**src/flash_host_defines.svh**
```systemverilog
// Timing counts, address field positions and pin levels for the flash host controller.
// Assumes a 20 MHz ref_clk and a 22-bit word-mode address bus with a 16-bit data bus.
//
// Functional notes
// - Array read drives chip select and output enable low, write enable high.
// - Fast in-page reads only while page stays constant and chip select stays low.
// - Command write cycle drives write enable and chip select low, output enable high.
// - Host waits the read-after-reset delay after reset before reading.
// - Group protect needs high voltage on ID line and output enable, select line low.
// - Chip unprotect needs high voltage on output enable and ID line, select line high.
// - Protect and unprotect also work with high voltage on reset and normal cycles.
`ifndef FLASH_HOST_DEFINES_SVH
`define FLASH_HOST_DEFINES_SVH

`define FH_CLK_PERIOD_NS 50
`define FH_CYC_UP(t) (((t) + `FH_CLK_PERIOD_NS - 1) / `FH_CLK_PERIOD_NS)

// Times in ns as printed or as plain defaults
`define FH_T_ACC_NS 90
`define FH_T_PAGE_NS 25
`define FH_T_WP_NS 35
`define FH_T_RP_NS 500
`define FH_T_RH_NS 50
`define FH_T_READY_NS 20000
`define FH_T_PROT_NS 100000

// Cycle counts derived from the times
`define FH_ACC_CYC `FH_CYC_UP(`FH_T_ACC_NS)
`define FH_PAGE_CYC `FH_CYC_UP(`FH_T_PAGE_NS)
`define FH_WP_CYC `FH_CYC_UP(`FH_T_WP_NS)
`define FH_RP_CYC `FH_CYC_UP(`FH_T_RP_NS)
`define FH_RH_CYC `FH_CYC_UP(`FH_T_RH_NS)
`define FH_READY_CYC `FH_CYC_UP(`FH_T_READY_NS)
`define FH_PROT_CYC `FH_CYC_UP(`FH_T_PROT_NS)

// Address fields
`define FH_ADDR_W 22
`define FH_DATA_W 16
`define FH_PAGE_LSB 2
`define FH_QUERY_BIT 1
`define FH_LOW_BIT 0
`define FH_PSEL_BIT 6
`define FH_BUF_WORDS 16

// Read-identification command word; value chosen freely, not a real device code
`define FH_ID_CMD 16'h00A5

`endif

```
**src/flash_host_pkg.sv**
```systemverilog
// Types shared by the flash host controller and its testbench.
// Widths come from flash_host_defines.svh.
`include "flash_host_defines.svh"

package flash_host_pkg;

  // Operations the user may order
  typedef enum logic [2:0] {
    OP_READ = 3'h0,
    OP_WRITE = 3'h1,
    OP_RESET = 3'h2,
    OP_PROTECT = 3'h3,
    OP_UNPROTECT = 3'h4,
    OP_VERIFY = 3'h5
  } op_t;

  // One user order
  typedef struct packed {
    op_t op;
    logic altReset;
    logic [`FH_ADDR_W-1:0] addr;
    logic [`FH_DATA_W-1:0] data;
  } cmd_t;

  // Pins toward the flash; high-voltage lines are requests to the level shifters
  typedef struct packed {
    logic ceN;
    logic oeN;
    logic weN;
    logic resetN;
    logic idHv;
    logic oeHv;
    logic resetHv;
    logic accHv;
    logic wpN;
    logic [`FH_ADDR_W-1:0] addr;
    logic [`FH_DATA_W-1:0] dataOut;
    logic dataOe;
  } pins_t;

endpackage : flash_host_pkg

```
**src/flash_host_ctrl.sv**
```systemverilog
// Host-side controller that drives a parallel NOR flash through its pins.
// Assumes pins are synchronous to ref_clk and high-voltage lines go through external switches.
`timescale 1ns/1ps
`include "flash_host_defines.svh"

module flash_host_ctrl
  import flash_host_pkg::*;
(
  // Clock and reset
  input wire logic ref_clk,
  input wire logic rstn,
  // User orders
  input wire logic cmdValid,
  input cmd_t cmd,
  output logic cmdReady,
  output logic rspValid,
  output logic [`FH_DATA_W-1:0] rspData,
  // Static pin requests
  input wire logic accLevel,
  input wire logic wpLevel,
  // Flash pins
  output pins_t pins,
  input wire logic [`FH_DATA_W-1:0] dataIn,
  input wire logic readyBusyN
);

  // ----------------------------------------------------------------
  // State and counters
  // ----------------------------------------------------------------
  typedef enum logic [7:0] {
    S_IDLE = 8'h01,
    S_ACCESS = 8'h02,
    S_WSETUP = 8'h04,
    S_WPULSE = 8'h08,
    S_WHOLD = 8'h10,
    S_RLOW = 8'h20,
    S_RBUSY = 8'h40,
    S_RREC = 8'h80
  } state_t;

  state_t state;
  state_t next_state;
  logic [11:0] cnt;
  logic [11:0] next_cnt;
  logic pageValid;
  logic [`FH_ADDR_W-1:`FH_PAGE_LSB] pageAddr;
  cmd_t cur;
  pins_t next_pins;

  // ----------------------------------------------------------------
  // Decode of the incoming order
  // ----------------------------------------------------------------
  wire take = cmdValid && cmdReady;
  wire isRead = cmd.op == OP_READ;
  wire isVerify = cmd.op == OP_VERIFY;
  wire isProt = (cmd.op == OP_PROTECT) || (cmd.op == OP_UNPROTECT);
  wire hvProt = isProt && !cmd.altReset;
  wire samePage = pageValid && (cmd.addr[`FH_ADDR_W-1:`FH_PAGE_LSB] == pageAddr);
  wire fastRead = isRead && samePage && !pins.ceN;
  // High-voltage protect and verify force the group-select address pattern
  wire [`FH_ADDR_W-1:0] protAddr = {cmd.addr[`FH_ADDR_W-1:7],
    cmd.op == OP_UNPROTECT, cmd.addr[5:2], 1'b1, 1'b0};
  wire [`FH_ADDR_W-1:0] verAddr = {cmd.addr[`FH_ADDR_W-1:7], 1'b0,
    cmd.addr[5:2], 1'b1, 1'b0};
  wire [`FH_ADDR_W-1:0] useAddr = hvProt ? protAddr : (isVerify ? verAddr : cmd.addr);
  wire [11:0] readCyc = fastRead ? 12'(`FH_PAGE_CYC) : 12'(`FH_ACC_CYC);
  wire [11:0] pulseCyc = hvProt ? 12'(`FH_PROT_CYC) : 12'(`FH_WP_CYC);
  wire cntDone = cnt == 12'h001;

  // ----------------------------------------------------------------
  // Next state and pin values
  // ----------------------------------------------------------------
  always_comb begin
    next_state = state;
    next_cnt = cntDone ? cnt : cnt - 12'h001;
    next_pins = pins;
    next_pins.accHv = accLevel;
    next_pins.wpN = !wpLevel;
    case (state)
      S_IDLE: begin
        if (take) begin
          next_pins.addr = useAddr;
          next_pins.dataOut = cmd.data;
          next_pins.idHv = hvProt || isVerify;
          next_pins.resetHv = isProt && cmd.altReset;
          if (cmd.op == OP_RESET) begin
            next_pins.ceN = 1'b1;
            next_pins.oeN = 1'b1;
            next_pins.dataOe = 1'b0;
            next_pins.resetN = 1'b0;
            next_cnt = 12'(`FH_RP_CYC);
            next_state = S_RLOW;
          end else if (isRead || isVerify) begin
            next_pins.weN = 1'b1;
            next_pins.dataOe = 1'b0;
            next_pins.ceN = 1'b0;
            next_pins.oeN = 1'b0;
            next_cnt = readCyc;
            next_state = S_ACCESS;
          end else begin
            // Writes and protect cycles start from a released bus
            next_pins.oeN = 1'b1;
            next_pins.oeHv = hvProt;
            next_pins.ceN = 1'b0;
            next_pins.dataOe = 1'b1;
            next_cnt = pulseCyc;
            next_state = S_WSETUP;
          end
        end
      end
      S_ACCESS: begin
        if (cntDone) begin
          next_pins.oeN = 1'b1;
          next_pins.idHv = 1'b0;
          next_state = S_IDLE;
        end
      end
      S_WSETUP: begin
        // Count is held here so the low pulse lasts the full count
        next_cnt = cnt;
        next_pins.weN = 1'b0;
        next_state = S_WPULSE;
      end
      S_WPULSE: begin
        if (cntDone) begin
          next_pins.weN = 1'b1;
          next_state = S_WHOLD;
        end
      end
      S_WHOLD: begin
        next_pins.ceN = 1'b1;
        next_pins.dataOe = 1'b0;
        next_pins.oeHv = 1'b0;
        next_pins.idHv = 1'b0;
        next_pins.resetHv = 1'b0;
        next_state = S_IDLE;
      end
      S_RLOW: begin
        if (cntDone) begin
          next_pins.resetN = 1'b1;
          next_cnt = 12'(`FH_READY_CYC);
          next_state = S_RBUSY;
        end
      end
      S_RBUSY: begin
        // Waits out a reset during program or erase, bounded in case the pin is absent
        if (readyBusyN || cntDone) begin
          next_cnt = 12'(`FH_RH_CYC);
          next_state = S_RREC;
        end
      end
      S_RREC: begin
        if (cntDone) begin
          next_state = S_IDLE;
        end
      end
      default: begin
        next_state = S_IDLE;
      end
    endcase
  end

  // ----------------------------------------------------------------
  // Registers
  // ----------------------------------------------------------------
  // Chip select is kept low after a read so a following in-page read runs fast
  always_ff @(posedge ref_clk or negedge rstn) begin
    if (!rstn) begin
      state <= S_IDLE;
      cnt <= 12'h001;
      pins <= '{ceN: 1'b1, oeN: 1'b1, weN: 1'b1, resetN: 1'b1, wpN: 1'b1, default: '0};
      cur <= '0;
    end else begin
      state <= next_state;
      cnt <= next_cnt;
      pins <= next_pins;
      if (take) begin
        cur <= cmd;
      end
    end
  end

  // Page tracking is dropped by anything that raises chip select
  always_ff @(posedge ref_clk or negedge rstn) begin
    if (!rstn) begin
      pageValid <= 1'b0;
      pageAddr <= '0;
    end else if (take) begin
      pageValid <= isRead;
      pageAddr <= cmd.addr[`FH_ADDR_W-1:`FH_PAGE_LSB];
    end
  end

  // Answer and readiness
  always_ff @(posedge ref_clk or negedge rstn) begin
    if (!rstn) begin
      cmdReady <= 1'b1;
      rspValid <= 1'b0;
      rspData <= '0;
    end else begin
      cmdReady <= next_state == S_IDLE;
      rspValid <= (state != S_IDLE) && (next_state == S_IDLE);
      if (state == S_ACCESS && cntDone) begin
        // Verify returns only the protection flag on bit 0
        rspData <= (cur.op == OP_VERIFY) ? {15'h0000, dataIn[0]} : dataIn;
      end
    end
  end
endmodule : flash_host_ctrl

```
**config.mk**
```make
export PLATFORM = sky130hd
export DESIGN_NAME = flash_host_ctrl
export DESIGN_NICKNAME = d
export VERILOG_FILES = /design/src/flash_host_pkg.sv /design/src/flash_host_ctrl.sv
export VERILOG_INCLUDE_DIRS = /design/src
export SDC_FILE = /design/constraint.sdc
export NUM_CORES = 1
export LEC_CHECK = 0
export BUFFER_PORTS_ARGS = -buffer_cell sky130_fd_sc_hd__buf_4
export CAP_MARGIN = 25
export CORE_ASPECT_RATIO = 1.5
export CORE_MARGIN = 2
export CORE_UTILIZATION = 57
export DETAILED_ROUTE_END_ITERATION = 8
export PLACE_DENSITY = 0.85
export SYNTH_ARGS = -nofsm -noshare
export SYNTH_HDL_FRONTEND = slang
export SYNTH_SLANG_ARGS = --single-unit
```
**constraint.sdc**
```tcl
create_clock -name ref_clk -period 6.6 [get_ports ref_clk]
set_clock_uncertainty 0.05 [all_clocks]
set_input_delay 0.33 -clock ref_clk [delete_from_list [all_inputs] [get_ports ref_clk]]
set_output_delay 0.33 -clock ref_clk [all_outputs]
set_load 0.005 [all_outputs]
```
==> results of run 1 <==
power by group:
group / switching, uW / total, uW / internal (uW) / leakage, uW
clock: 250 / 559 / 309 / 0.000151
combinational: 615 / 1160 / 548 / 0.00178
sequential: 195 / 1150 / 952 / 0.00130
cells in the mapped netlist, types with 2 or more instances:
cell type  number
o41ai_1         2
dfrtp_1       102
xnor2_1         4
and2_1          5
o21a_1          3
xor2_1         22
and4b_1         4
nand4b_1        7
nand2b_1        2
inv_1           5
buf_2           8
a32oi_1         2
o21ai_0        15
nor2b_1         2
mux2_2         23
o221a_2         2
nand3_1        27
nor2_1         22
nand2_1       171
o22a_1          3
a21oi_1         9
o211ai_1        3
nand4_1         2
o31ai_1         2
a21o_1          4
ha_1            3
dfstp_2         8
nor4_2          2
clkbuf_1       20
and3_1          4
nand3b_1        2
o22ai_1         2
or3_1           3
nor3_1          9
nor4_1         14
a31oi_1         3
stage by stage:
stage          total power [uW]  std cells    util
2_1_floorplan              1789        544       -
3_3_place_gp               2215        756  0.7031
3_5_place_dp               2275        756  0.7031
4_1_cts                    2855        773  0.7391
5_1_grt                    3053        775  0.7453
6_report                   2869        775  0.7453
worst reg2reg max path: stages, from the launching register on:
cell	delay, ps
dfstp_2	610
nor4b_1	490
nand3_2	830
o2bb2ai_1	700
o21ai_0	180
a221o_1	310
what timing repair did:
action / in CTS / in global routing
hold endpoints to repair: 26 / 0
setup endpoints to repair: 0 / 0
setup buffers: 0 / 0
hold buffers: 1 / 0
kinds of logic after synthesis:
| group | synth area share |
|---|---|
| AO/OA/AOI/OAI | 0.08339 |
| XOR/XNOR | 0.04374 |
| adder cells (fa/ha/maj) | 0.007211 |
| buffers and inverters | 0.02668 |
| flip-flops | 0.5306 |
| multiplexers | 0.04975 |
| AND/OR/NAND/NOR | 0.2586 |
worst paths after layout:
| path | endpoint | start | depth (start not counted) | slack (ps) |
|---|---|---|---|---|
| min reg2reg | rspData[13] | rspData[13] | 2 | 420 |
| max reg2reg | cnt[7] | state[0] | 5 | 3310 |
| min in group asynchronous | pins[40] | rstn | 2 | 360 |
| max in group asynchronous | cnt[0] | rstn | 4 | 5100 |
| max | cnt[7] | state[0] | 5 | 3310 |
| min | pins[40] | accLevel | 1 | 30 |
state kept, by name, indices dropped and copies added, names as in the netlist:
| name | cells |
|---|---|
| pins | 48 |
| pageAddr | 20 |
| rspData | 16 |
| cnt | 12 |
| state | 8 |
| cur | 3 |
| cmdReady | 1 |
| pageValid | 1 |
| rspValid | 1 |
metal layers:
layer  up-vias  track usage
li1       2108            -
met1      2256       0.3556
met2       198       0.4959
met3        41      0.07068
met4         0       0.1260
met5         -            0
final cells by class:
class                   count  area share
flip-flops and latches    110      0.4199
multi-input cells         400      0.3503
repair buffers            134      0.1593
clock buffers              11     0.03689
well taps                 110     0.02092
clock inverters             5    0.009888
inverters                   5    0.002852
==> metrics, run 1 <==
Fmax roughly 0.3 GHz; H-tree depth 3; Hold Violations, Final 0; Vias per Instance roughly 5.9; max-capacitance violation count 0; slowest CP cell nand3_2; Root Buffer clkbuf_16; Period minus WS final around 3300 ps; Area Overhead vs Synth 26.39%; DRC 0; Tcrit/Tclk final 0.4979; Initial Util 0.5897; FF+latch count, synth 110; ANT cells 0; first-pass GRT wire length around 22 mm; setup TNS 0 ps; Ys Warns 0; cell family contributing the most delay on the critical path simple AND/OR/NAND/NOR gates; maximum clock path buffer count 2; initial antenna violation count 0; fin nets ~730; crit path buf inv count 0; synth unique cells 59; Slew @ Worst Pin between 900 and 1000 ps; status finished, final reports clean; WP data required just under 7000 ps; post-synth top area share 0.4903; syn_area_per_cell between 9 and 10 sq um; Worst-path clk slew 70 ps; Syn Inst Count around 540; critical path arrival 3470 ps; dpl cell area 6207 sq um; ys async rst share 1.000; IO Pins 130; Post-synth EDFFs 0; CTS tree done; max incr delay on CP between 800 and 900 ps; Setup crit start kind flip-flop; M1 WL ~5.3 mm; final setup fails 0; clk sink count 110; Worst setup EP type flip-flop; Seq/Total Area, Yosys 0.5306; pre-CTS setup slack 2812 ps; layout cells sized above 1 0.2842; PortBufs 129; Detail Placement HPWL roughly 9.6 mm; RSZ-0062 raised after global routing false; antenna-violating nets left 0; Die Wd ~82 um; Top FF cell, synth dfrtp_1; synthesized net count 611; DR pass1 iterations 6; Die Y roughly 120 um; post-cts resize count 0; via count ~4600; worst hold margin 26.82 ps; met3 WL 826 um; Die ar. roughly 9900 sq um; row count 42; multi-input logic area about 2300 sq um; TritonCTS buffer count 9; commonest non-fill, non-tap cell in the layout nand2_1; slack of the critical path roughly 3300 ps; worst hold-check path type primary input to flip-flop; register area 2763 sq um; Leak about 0.0032 uW; worst vdd ir approximately 0.00029 V; commonest non-fill, non-tap cells in the layout 171 x nand2_1, 131 x buf_4, 102 x dfrtp_1, 27 x nand3_1, 23 x mux2_2; Remaining Overflow, GRT 0; CP max FO 46; cell area after synthesis 5206 sq um; largest net degree at the start of global routing 85; vias in the first global route around 4600; WL per Instance 18.16 um; CP Cell Sequence nor4b_1 > nand3_2 > o2bb2ai_1 > o21ai_0 > a221o_1; core area between 8000 and 9000 sq um; Top Metal Used met4; Pins Over Slew Limit 0; Synth area leaders dfrtp_1 49%, nand2_1 12%, mux2_2 5.0%; Design Area, Final between 6000 and 7000 sq um; GP Congestion about 0.85; Initial DRC Count 414; Worst slew margin 0.3627; final wirelength about 14 mm; clock latency at the later pin of the worst-skew pair 350 ps; critical path class flip-flop to flip-flop; met2 routed WL 7.447 mm; total global-route track usage 0.2952; Power per Cell Area 436.1 nW/um^2; Synth area leader dfrtp_1; FILL cells about 600
Note: power is estimated with default switching activity, not from simulation.
==> run 2, diff against run 1 <==
ABC_AREA = 1   (was default)
CORE_UTILIZATION = 54   (was 57)
PLACE_DENSITY = 0.81   (was 0.85)
clock period = 3.12 ns   (was 6.6 ns; I/O delays follow)
==> run 2 against run 1 <==
  * Sequential share of layout area decreased by 1.8 points
  * Cell count increased by 22%
  * Power increased by 110%
  * Synthesized cell count increased by 25%
  * Worst hold slack got worse by 15 ps
  * Maximum frequency increased by 43%
==> metrics, run 2 <==
largest registers pins: 48 flops, pageAddr: 20 flops, rspData: 16 flops; WP data required 3300 ps (-3480 ps); Remaining Overflow, GRT 0 (unchanged); mux contribution to synthesized area 0.002821 (-0.04693); worst hold-check path type primary input to flip-flop; Slew @ Worst Pin 999.5 ps (+44.60 ps); Period minus WS final 2292 ps (-994.7 ps); syn_area_per_cell 7.816 sq um (-18%); Fmax 0.4364 GHz (+43%); critical path arrival 2470 ps (-1000 ps); Area Overhead vs Synth 29.01%; H-tree depth 3 (unchanged); fin nets 894 (+23%); Compound-Gate Fraction of Synth Area 0.08980 (+0.006404); setup TNS 0 ps (unchanged); Die ar. 10680 sq um (+7.6%); DR pass1 iterations 5 (-1); IO Pins 130 (unchanged); Synth area leader dfrtp_1; PortBufs 129 (unchanged); clock latency at the later pin of the worst-skew pair 350 ps (about the same); core area 9634 sq um (+9.1%); via count 4958 (+7.7%); commonest non-fill, non-tap cell in the layout nand2_1; Ys Warns 0 (unchanged); Worst setup EP type flip-flop; Tcrit/Tclk final 0.7345 (+0.2366); Top FF cell, synth dfrtp_1; placed insts 909 (+20%); Setup crit start kind flip-flop; Worst-path clk slew 70 ps (about the same); Post-synth top cells 253 x nand2_1, 102 x dfrtp_1, 77 x inv_1, 54 x nor2_1, 44 x o21ai_0; Leak 0.003769 uW (+17%); status finished, final reports clean; main combinational cell family by area after synthesis simple AND/OR/NAND/NOR gates; layout cells sized above 1 0.2200 (-0.06426); CTS tree done; ys async rst share 1.000 (unchanged); TritonCTS buffer count 9 (unchanged); Post-Synth XOR/XNOR Area 0.008228 (-0.03551); initial antenna violation count 0 (unchanged); Post-synth EDFFs 0 (unchanged); count leader, synth nand2_1; Initial Util 0.5525 (-0.03724); clk sink count 110 (unchanged); vias in the first global route 5142 (+12%); final wirelength 13.81 mm (-1.9%); CP Cell Sequence nand2_1 > nor2_1 > nand2_4 > nor2_8 > inv_2 > nor2_2 > inv_1 > nand3_1 > nand2_1; CP most frequent cell nand2_1; synth unique cells 39 (-34%); antenna-violating nets left 0 (unchanged); Root Buffer clkbuf_16; Hold Violations, Final 0 (unchanged); cell family contributing the most delay on the critical path simple AND/OR/NAND/NOR gates; Power per Cell Area 868.2 nW/um^2 (+99%); RSZ-0062 raised after global routing false; area share of and/or/nand/nor cells after synthesis 0.2945 (+0.03595); largest net degree at the start of global routing 69 (-19%); final setup fails 0 (unchanged); Die Y 125.6 um (+3.8%); max incr delay on CP 550 ps (-280 ps); Die Wd 85.06 um (+3.7%); Pins Over Slew Limit 0 (unchanged); commonest non-fill, non-tap cells in the layout 253 x nand2_1, 132 x buf_4, 102 x dfrtp_1, 77 x inv_1, 54 x nor2_1; worst vdd ir 0.0005705 V (+97%); Largest Register pins; ANT cells 0 (unchanged); Worst slew margin 0.3327 (-0.02998); Synth area leaders dfrtp_1 48%, nand2_1 18%, inv_1 5.4%; maximum clock path buffer count 2 (unchanged); Seq/Total Area, Yosys 0.5190 (-0.01160); Initial DRC Count 264 (-36%); WL per Instance 14.59 um (-20%); Syn Inst Count 681 (+25%); Detail Placement HPWL 9.706 mm (+1.2%); post-route insts no fill 947 (+22%); post-synth top area share 0.4795 (-0.01072); CP max FO 65 (+41%); critical path class flip-flop to flip-flop; first-pass GRT wire length 23.38 mm (+5.1%); GP Congestion 0.9167 (+8.3%); DRC 0 (unchanged); max FFs per register 48 (unchanged); synthesized net count 748 (+22%); crit path buf inv count 2 (+2); Vias per Instance 5.235 (-12%); row count 44 (+4.8%); Synth Area in Adders 0.007052 (-0.0001576); FF+latch count, synth 110 (unchanged); total global-route track usage 0.2720 (-0.02316); slowest CP cell dfstp_2; Setup Fix Bufs, Post-CTS 0 (unchanged); cell area after synthesis 5323 sq um (+2.2%); max-capacitance violation count 0 (unchanged)
run 2: cell types whose count changed after synthesis, moves of 13 or more:
cell,delta
o21ai_1,+21
o21ai_0,+29
nor4_1,-13
nor2_1,+32
nand2_1,+82
inv_1,+72
xor2_1,-18
mux2_2,-23
run 2: timing repair:
item                       CTS  global route
hold endpoints to repair    80             0
hold buffers                22             0
setup endpoints to repair    0             0
resized for setup            0             0
run 2: worst paths after layout:
kind | cells after the start | start | slack [ps] | to
hold / removal | 3 | dataIn[8] | 10 | rspData[8]
setup reg to reg | 9 | state[0] | 830 | pins[42]
setup / recovery | 9 | state[0] | 830 | pins[42]
hold reg to reg | 2 | pins[45] | 420 | pins[45]
min in group asynchronous | 2 | rstn | 400 | pins[40]
max in group asynchronous | 3 | rstn | 1870 | pins[35]
run 2: worst register-to-register path, cell delays in order, from the launching register on:
cell and delay (ps):
dfstp_2 550, nand2_1 60, nor2_1 190, nand2_4 130, nor2_8 290, inv_2 460
nor2_2 260, inv_1 70, nand3_1 70, nand2_1 50
run 2: final cells by class:
cell class / count / area (sq um)
fillers: 744 / 2768
inverters: 82 / 307.8
multi-input cells: 469 / 2142
clock buffers: 12 / 246.5
repair buffers: 155 / 1231
clock inverters: 4 / 32.53
well taps: 115 / 143.9
flip-flops and latches: 110 / 2763
run 2: per-stage QoR:
stage | util | hold WS (ps) | area (sq um) | total power, uW | setup WS (ps)
after global placement | 0.6609 | 214.5 | 6367 | 4741 | 860.5
final | 0.7127 | 12.02 | 6867 | 5962 | 828.4
after global routing | 0.7127 | 21.06 | 6867 | 6433 | 540.3
after CTS | 0.7127 | 8.433 | 6867 | 5982 | 805.5
after detailed placement | 0.6609 | 217.6 | 6367 | 4849 | 824.3
after floorplan | - | -189.6 | 5323 | 3853 | 1437
run 2: power breakdown:
group	switching, uW	internal [uW]	leakage (uW)	total [uW]
Clock	527	571	0.000135	1100
Sequential	381	2000	0.00131	2380
Combinational	1410	1080	0.00232	2490
Total	2310	3650	0.00377	5960
run 2: logic make-up after synthesis:
family,after synthesis
simple gates,372
flops,110
buf+inv,102
compound gates,88
xor+xnor,5
fa+ha+maj,3
mux,1
run 2: layer usage:
layer	vias up	GRT usage	share of wire
met5	-	0	0
met4	0	0.1204	0.037
met3	39	0.06601	0.056
met2	150	0.4802	0.53
met1	2348	0.3067	0.37
li1	2421	-	-
